==> src/dsp_defines.vh <==
// Constants for the debug and boundary-scan port selector
`ifndef DSP_DEFINES_VH
`define DSP_DEFINES_VH
`define DSP_TAP_RESET      4'h0
`define DSP_TAP_IDLE       4'h1
`define DSP_TAP_SEL_DR     4'h2
`define DSP_TAP_CAP_DR     4'h3
`define DSP_TAP_SHIFT_DR   4'h4
`define DSP_TAP_EXIT1_DR   4'h5
`define DSP_TAP_PAUSE_DR   4'h6
`define DSP_TAP_EXIT2_DR   4'h7
`define DSP_TAP_UPD_DR     4'h8
`define DSP_TAP_SEL_IR     4'h9
`define DSP_TAP_CAP_IR     4'hA
`define DSP_TAP_SHIFT_IR   4'hB
`define DSP_TAP_EXIT1_IR   4'hC
`define DSP_TAP_PAUSE_IR   4'hD
`define DSP_TAP_EXIT2_IR   4'hE
`define DSP_TAP_UPD_IR     4'hF
`define DSP_IR_W           2
`define DSP_IR_CAPTURE     2'h1
`define DSP_IR_BYPASS      2'h3
`define DSP_IR_EXTEST      2'h0
`define DSP_IR_SAMPLE      2'h2
`define DSP_BSR_W          8
`endif

==> src/dsp_sync2.v <==
// Two-flop synchroniser for a group of asynchronous inputs
`default_nettype none
module dsp_sync2 #(
    parameter W = 1
) (
    input  wire         clk,
    input  wire         reset_n,
    input  wire [W-1:0] async_in,
    output reg  [W-1:0] sync_out
);
    reg [W-1:0] meta_q;
    always @(posedge clk or negedge reset_n) begin
        if (!reset_n) begin
            meta_q   <= {W{1'b0}};
            sync_out <= {W{1'b0}};
        end else begin
            meta_q   <= async_in;
            sync_out <= meta_q;
        end
    end
endmodule // dsp_sync2
`default_nettype wire

==> src/dsp_port_select.v <==
// Test pin routing, boundary-scan TAP and tick-timer halt control
// Overview of operation
// - A low reset pin routes the test pins to the boundary-scan TAP, a high one to serial debug.
// - Serial wire debug stays disabled while the device is held in reset.
// - Power-on, brown-out or a low test reset forces the TAP into Test-Logic-Reset.
// - The first test clock edge with the reset pin high moves the TAP to Run-Test/Idle.
// - The boundary-scan TAP offers scan testing only and no processor debug access.
// - In a debug session with the reset pin high the tick timer halts whenever the processor is halted.
// - Scan output data changes on the falling edge of the test clock.
`default_nettype none
`include "dsp_defines.vh"
module dsp_port_select (
    input  wire                  clk,
    input  wire                  reset_n,
    input  wire                  ext_reset_pin_n,
    input  wire                  brownout_detect_reset,
    input  wire                  test_clk,
    input  wire                  test_mode_sel,
    input  wire                  test_data_in,
    input  wire                  test_reset_n,
    input  wire                  debug_session,
    input  wire                  cpu_halted,
    input  wire [`DSP_BSR_W-1:0] bsr_pins_in,
    output reg                   test_data_out,
    output reg                   test_data_out_oe,
    output reg                   swd_enable,
    output reg                   scan_select,
    output reg                   system_tick_timer_halt,
    output reg  [`DSP_BSR_W-1:0] bsr_pins_out,
    output reg                   bsr_extest,
    output reg  [3:0]            tap_state
);
    wire [5:0] sync_w;
    // Pins come from outside the clock domain; test clock is sampled, not used as a clock
    dsp_sync2 #(.W(6)) u_sync (
        .clk      (clk),
        .reset_n  (reset_n),
        .async_in ({ext_reset_pin_n, brownout_detect_reset, test_clk, test_mode_sel,
                    test_data_in, test_reset_n}),
        .sync_out (sync_w)
    );
    wire rst_pin_s = sync_w[5];
    wire bod_s     = sync_w[4];
    wire tck_s     = sync_w[3];
    wire tms_s     = sync_w[2];
    wire tdi_s     = sync_w[1];
    wire trst_n_s  = sync_w[0];

    wire [`DSP_BSR_W-1:0] bsr_pins_s;
    // Pin levels for Capture-DR arrive unclocked as well, so they get their own two flops
    dsp_sync2 #(.W(`DSP_BSR_W)) u_sync_bsr (
        .clk      (clk),
        .reset_n  (reset_n),
        .async_in (bsr_pins_in),
        .sync_out (bsr_pins_s)
    );

    reg  [1:0]            sync_vld_q;
    reg                   tck_prev_q;
    reg  [3:0]            state_q;
    reg  [3:0]            state_d;
    reg  [`DSP_IR_W-1:0]  ir_shift_q;
    reg  [`DSP_IR_W-1:0]  ir_q;
    reg  [`DSP_BSR_W-1:0] bsr_shift_q;
    reg                   bypass_q;
    reg                   tdo_next_q;

    wire tck_rise = tck_s & ~tck_prev_q;
    wire tck_fall = ~tck_s & tck_prev_q;
    wire tap_force_reset = bod_s | ~trst_n_s;
    wire sel_bypass = (ir_q == `DSP_IR_BYPASS);
    // The synchronisers read zero for two clocks after reset, which looks like a low reset
    // pin; routing waits for real pin levels so scan mode never flashes on at start-up
    wire sync_ok    = sync_vld_q[1];

    always @(posedge clk or negedge reset_n) begin
        if (!reset_n) begin
            sync_vld_q <= 2'h0;
        end else begin
            sync_vld_q <= {sync_vld_q[0], 1'b1};
        end
    end

    always @(posedge clk or negedge reset_n) begin
        if (!reset_n) begin
            tck_prev_q <= 1'b0;
        end else begin
            tck_prev_q <= tck_s;
        end
    end

    // Standard sixteen-state next-state table
    always @* begin
        case (state_q)
            `DSP_TAP_RESET:    state_d = tms_s ? `DSP_TAP_RESET    : `DSP_TAP_IDLE;
            `DSP_TAP_IDLE:     state_d = tms_s ? `DSP_TAP_SEL_DR   : `DSP_TAP_IDLE;
            `DSP_TAP_SEL_DR:   state_d = tms_s ? `DSP_TAP_SEL_IR   : `DSP_TAP_CAP_DR;
            `DSP_TAP_CAP_DR:   state_d = tms_s ? `DSP_TAP_EXIT1_DR : `DSP_TAP_SHIFT_DR;
            `DSP_TAP_SHIFT_DR: state_d = tms_s ? `DSP_TAP_EXIT1_DR : `DSP_TAP_SHIFT_DR;
            `DSP_TAP_EXIT1_DR: state_d = tms_s ? `DSP_TAP_UPD_DR   : `DSP_TAP_PAUSE_DR;
            `DSP_TAP_PAUSE_DR: state_d = tms_s ? `DSP_TAP_EXIT2_DR : `DSP_TAP_PAUSE_DR;
            `DSP_TAP_EXIT2_DR: state_d = tms_s ? `DSP_TAP_UPD_DR   : `DSP_TAP_SHIFT_DR;
            `DSP_TAP_UPD_DR:   state_d = tms_s ? `DSP_TAP_SEL_DR   : `DSP_TAP_IDLE;
            `DSP_TAP_SEL_IR:   state_d = tms_s ? `DSP_TAP_RESET    : `DSP_TAP_CAP_IR;
            `DSP_TAP_CAP_IR:   state_d = tms_s ? `DSP_TAP_EXIT1_IR : `DSP_TAP_SHIFT_IR;
            `DSP_TAP_SHIFT_IR: state_d = tms_s ? `DSP_TAP_EXIT1_IR : `DSP_TAP_SHIFT_IR;
            `DSP_TAP_EXIT1_IR: state_d = tms_s ? `DSP_TAP_UPD_IR   : `DSP_TAP_PAUSE_IR;
            `DSP_TAP_PAUSE_IR: state_d = tms_s ? `DSP_TAP_EXIT2_IR : `DSP_TAP_PAUSE_IR;
            `DSP_TAP_EXIT2_IR: state_d = tms_s ? `DSP_TAP_UPD_IR   : `DSP_TAP_SHIFT_IR;
            `DSP_TAP_UPD_IR:   state_d = tms_s ? `DSP_TAP_SEL_DR   : `DSP_TAP_IDLE;
            default:           state_d = `DSP_TAP_RESET;
        endcase
        // With the reset pin high, the first edge parks the TAP in idle
        if (rst_pin_s) begin
            state_d = `DSP_TAP_IDLE;
        end
    end

    // TAP state and shift paths move on the rising test clock edge
    always @(posedge clk or negedge reset_n) begin
        if (!reset_n) begin
            state_q     <= `DSP_TAP_RESET;
            ir_shift_q  <= {`DSP_IR_W{1'b0}};
            ir_q        <= `DSP_IR_BYPASS;
            bsr_shift_q <= {`DSP_BSR_W{1'b0}};
            bypass_q    <= 1'b0;
        end else if (tap_force_reset) begin
            state_q <= `DSP_TAP_RESET;
            ir_q    <= `DSP_IR_BYPASS;
        end else if (tck_rise) begin
            state_q <= state_d;
            case (state_q)
                `DSP_TAP_RESET: begin
                    ir_q <= `DSP_IR_BYPASS;
                end
                `DSP_TAP_CAP_IR: begin
                    ir_shift_q <= `DSP_IR_CAPTURE;
                end
                `DSP_TAP_SHIFT_IR: begin
                    ir_shift_q <= {tdi_s, ir_shift_q[`DSP_IR_W-1:1]};
                end
                `DSP_TAP_UPD_IR: begin
                    ir_q <= ir_shift_q;
                end
                `DSP_TAP_CAP_DR: begin
                    bsr_shift_q <= bsr_pins_s;
                    bypass_q    <= 1'b0;
                end
                `DSP_TAP_SHIFT_DR: begin
                    if (sel_bypass) begin
                        bypass_q <= tdi_s;
                    end else begin
                        bsr_shift_q <= {tdi_s, bsr_shift_q[`DSP_BSR_W-1:1]};
                    end
                end
                default: begin
                    bypass_q <= bypass_q;
                end
            endcase
        end
    end

    // Next serial bit is picked a clock early so the falling edge only has to copy it
    always @(posedge clk or negedge reset_n) begin
        if (!reset_n) begin
            tdo_next_q <= 1'b0;
        end else begin
            tdo_next_q <= (state_q == `DSP_TAP_SHIFT_IR) ? ir_shift_q[0] :
                          (sel_bypass ? bypass_q : bsr_shift_q[0]);
        end
    end

    // Output stage: serial data updates on the falling test clock edge
    always @(posedge clk or negedge reset_n) begin
        if (!reset_n) begin
            test_data_out          <= 1'b0;
            test_data_out_oe       <= 1'b0;
            bsr_pins_out           <= {`DSP_BSR_W{1'b0}};
        end else begin
            if (tck_fall) begin
                test_data_out    <= tdo_next_q;
                test_data_out_oe <= ~rst_pin_s &
                                    ((state_q == `DSP_TAP_SHIFT_DR) |
                                     (state_q == `DSP_TAP_SHIFT_IR));
            end
            // The pin is let go at once when scan mode ends or the TAP is forced to reset
            if (rst_pin_s | tap_force_reset) begin
                test_data_out_oe <= 1'b0;
            end
            if ((state_q == `DSP_TAP_UPD_DR) && !sel_bypass) begin
                bsr_pins_out <= bsr_shift_q;
            end
        end
    end

    // Routing and tick-timer halt are plain levels, kept apart from the serial path
    always @(posedge clk or negedge reset_n) begin
        if (!reset_n) begin
            swd_enable             <= 1'b0;
            scan_select            <= 1'b0;
            system_tick_timer_halt <= 1'b0;
            bsr_extest             <= 1'b0;
            tap_state              <= `DSP_TAP_RESET;
        end else begin
            scan_select <= sync_ok & ~rst_pin_s;
            // Debug port only with reset released and no brown-out pending
            swd_enable  <= sync_ok & rst_pin_s & ~bod_s;
            // Scan path has no route into the processor; halt comes only via serial debug
            system_tick_timer_halt <= debug_session & cpu_halted &
                                      rst_pin_s;
            bsr_extest <= sync_ok & ~rst_pin_s & (ir_q == `DSP_IR_EXTEST);
            tap_state  <= state_q;
        end
    end
endmodule // dsp_port_select
`default_nettype wire

==> config.mk <==
export PLATFORM = sky130hd
export DESIGN_NAME = dsp_port_select
export DESIGN_NICKNAME = d
export VERILOG_FILES = /design/src/dsp_sync2.v /design/src/dsp_port_select.v
export VERILOG_INCLUDE_DIRS = /design/src
export SDC_FILE = /design/constraint.sdc
export NUM_CORES = 1
export LEC_CHECK = 0
export BUFFER_PORTS_ARGS = -buffer_cell sky130_fd_sc_hd__buf_4
export CAP_MARGIN = 20
export CORE_MARGIN = 1.5
export CORE_UTILIZATION = 60
export DETAILED_ROUTE_END_ITERATION = 16
export HOLD_SLACK_MARGIN = 0.06
export PLACE_DENSITY = 0.83
export SLEW_MARGIN = 20
export SYNTH_ARGS = -nofsm -noshare
export SYNTH_HDL_FRONTEND = slang
export SYNTH_SLANG_ARGS = --single-unit
==> constraint.sdc <==
create_clock -name clk -period 4.1 [get_ports clk]
set_input_delay 1.23 -clock clk [delete_from_list [all_inputs] [get_ports clk]]
set_output_delay 1.23 -clock clk [all_outputs]
set_load 0.02 [all_outputs]
==> results.py <==
metrics = {
    "outcome": {
        "status": "completed",
    },
    "drt": {
        "vias": 1589,
        "drtAntennaViolNets": 0,
        "wl_met2_microns": 2264,
        "drt-met1-wl_microns": 1863,
        "drt_iter0_drc": 131,
        "finalWirelength_microns": 4526,
        "wire_per_inst_microns": 15.99,
        "via_per_inst": 5.615,
        "drc": 0,
        "dr.pass1.iters": 5,
        "highest-signal-layer": "met4",
        "dr_wl_met3_microns": 287,
    },
    "sta": {
        "fin_crit_sh": 0.5410,
        "tns_ns": 0,
        "grt_setup_unrepaired": "false",
        "drv_slew": 0,
        "worst_hold_slack_ns": 0.3378,
        "layout_min_cycle_time_ns": 2.218,
        "worstMarginPinSlew_ns": 0.7854,
        "max_freq_ghz": 0.4509,
        "finalHoldViolCount": 0,
        "slew_headroom": 0.4764,
        "setup_violations": 0,
        "fin_worst_skew_ns": 0.009006,
    },
    "critical_path": {
        "worst_ep_arrival_time_ns": 2.45,
        "path_cells": "nor4b_4 > mux2_2 > mux2_4",
        "crit_required_ns": 4.33,
        "cp-end-kind": "flip-flop",
        "cp_slowest_stage_delay_ns": 0.72,
        "path_max_fanout": 20,
        "crit_type": "reg -> reg",
        "startpoint_type": "flip-flop",
        "slowest_stage": "nor4b_4",
    },
    "clock_network": {
        "path_clk_slew_ns": 0.07,
        "numCtsBuffers": 9,
        "tritoncts": "yes",
        "insertion_delay_ns": 0.34,
        "ctsResizeCount": 0,
        "root_buffer": "clkbuf_8",
        "htreeDepth": 3,
        "postCtsHoldBufs": 0,
        "clk_path_buf_depth": 2,
        "post_cts_buffers": 0,
        "numClockSinks": 67,
    },
    "power": {
        "p_leak_uw": 0.001479,
        "ir_drop_uv": 333.4,
        "powerDensity_nw_per_um2": 438.4,
    },
    "yosys": {
        "netlist.area_leader.share": 0.6335,
        "netlist_area_sq_um": 2567,
        "async_flop_share": 1.000,
        "ys_seq_area_frac": 0.6540,
        "synth_nets": 210,
        "syn_avg_cell_area_sq_um": 13.37,
        "synth.area.top_cells": "dfrtp_1 (63%), mux2_2 (7.9%), mux2_4 (4.7%), o21ai_0 (2.1%), dfstp_2 (2.0%)",
        "synthTopCellsByCount": "dfrtp_1 (65), mux2_2 (18), nand2_1 (11), o21ai_0 (11), nor2_1 (9)",
        "synth-edff-count": 0,
        "synth_cell_types": 39,
        "synth_most_common_cell": "dfrtp_1",
        "ys.flop_type": "dfrtp_1",
        "syn_inst": 192,
        "ys_ff_latch": 67,
        "yosysTopAreaCell": "dfrtp_1",
        "yosys_warnings": 0,
    },
    "place": {
        "place_area_sq_um": 2841,
        "io_buffers": 35,
        "hpwl_microns": 2986,
        "place_congestion": 0.7680,
    },
    "floorplan": {
        "dieArea_sq_um": 4681,
        "num_io_pins": 36,
        "start_util": 0.6327,
        "die_h_microns": 68.42,
        "fp.coreArea_sq_um": 4058,
        "dieWidth_microns": 68.42,
        "rows": 23,
    },
    "final_layout": {
        "multiInputGateArea_sq_um": 823.3,
        "diodes": 0,
        "drive_above_1_share": 0.3433,
        "nFillCells": 255,
        "fin_nets": 246,
        "seqCellArea_sq_um": 1679,
        "design_area_sq_um": 3078,
        "syn2layout_area_growth_pct": 19.88,
    },
    "global_route": {
        "grt_pass1_vias": 1510,
        "grt-ovfl-total": 0,
        "antenna_found_initial": 0,
        "grt_max_degree": 68,
        "track_usage": 0.2207,
        "grt_pass1_wl_microns": 7100,
    },
    "min_path": {
        "min_path_type": "reg -> reg",
    },
    "run": {
        "max_cap_violations": 0,
    },
}
## sequential cells by signal, indices dropped and copies added, names as in the netlist, 4 cells and up
| signal | flops |
|---|---|
| u_sync_bsr.meta_q | 8 |
| bsr_pins_out | 8 |
| state_q | 4 |
| u_sync.sync_out | 6 |
| u_sync.meta_q | 6 |
| bsr_shift_q | 8 |
| u_sync_bsr.sync_out | 8 |
| tap_state | 4 |
## report_power, final
group	switching (uW)	internal [uW]	leakage, uW
sequential	9.55	679	0.000855
clock	240	375	0.000113
combinational	25.6	21.3	0.000512
total	275	1070	0.00148
## cell type report
type | instances | share of cell area
inverters | 6 | 0.007317
flip-flops and latches | 67 | 0.5455
clock buffers | 12 | 0.05041
well taps | 50 | 0.02033
clock inverters | 4 | 0.02358
multi-input cells | 109 | 0.2675
repair buffers | 35 | 0.08537
## metal layers
layer / GRT usage / vias up
li1: - / 734
met1: 0.2739 / 778
met2: 0.3401 / 65
met3: 0.06579 / 12
met4: 0.1325 / 0
met5: 0 / -
## stage by stage
step,instances,setup slack (ns),utilization,total power [uW]
floorplan,192,2.293,-,715.3
global placement,267,1.664,0.7003,744.7
detailed placement,267,1.555,0.7003,748.6
CTS,283,1.546,0.7564,1358
global route,283,1.756,0.7586,1396
finish,283,1.882,0.7586,1349
## path summary, 6_finish.rpt
path | endpoint | startpoint | slack (ns) | depth (start not counted)
hold / removal | u_sync_bsr.sync_out[0] | u_sync_bsr.meta_q[0] | 0.34 | 0
setup / recovery | bsr_shift_q[0] | state_q[2] | 1.88 | 3
max in group asynchronous | system_tick_timer_halt | reset_n | 2.61 | 1
hold reg to reg | u_sync_bsr.sync_out[0] | u_sync_bsr.meta_q[0] | 0.34 | 0
min in group asynchronous | tap_state[3] | reset_n | 0.97 | 1
setup reg to reg | bsr_shift_q[0] | state_q[2] | 1.88 | 3
## layout by cell type (no fill, tap or decap), drive strengths merged, types with 4 or more instances in the layout
cell and n:
nand2 11, nor2 9, mux2 26, mux2i 4
dfrtp 65, nor2b 5, nand3 4, nand2b 4
o21ai 11, a21oi 7, clkbuf 12, buf 35
inv 6
## critical path: cells and delay by family, from the launching register on
| family | cells | cell delay, ns |
|---|---|---|
| DFF | 1 | 0.70 |
| and+or+nand+nor | 1 | 0.72 |
| muxes | 2 | 0.69 |
## cell families after synthesis
logic type | after synthesis | synth area share
multiplexers | 30 | 0.1413
buffers and inverters | 16 | 0.03119
other | 1 | 0.001461
XOR/XNOR | 1 | 0.003412
flip-flops | 67 | 0.6540
AO/OA/AOI/OAI | 33 | 0.07944
AND/OR/NAND/NOR | 44 | 0.08919
(Power assumes the default switching activity.)
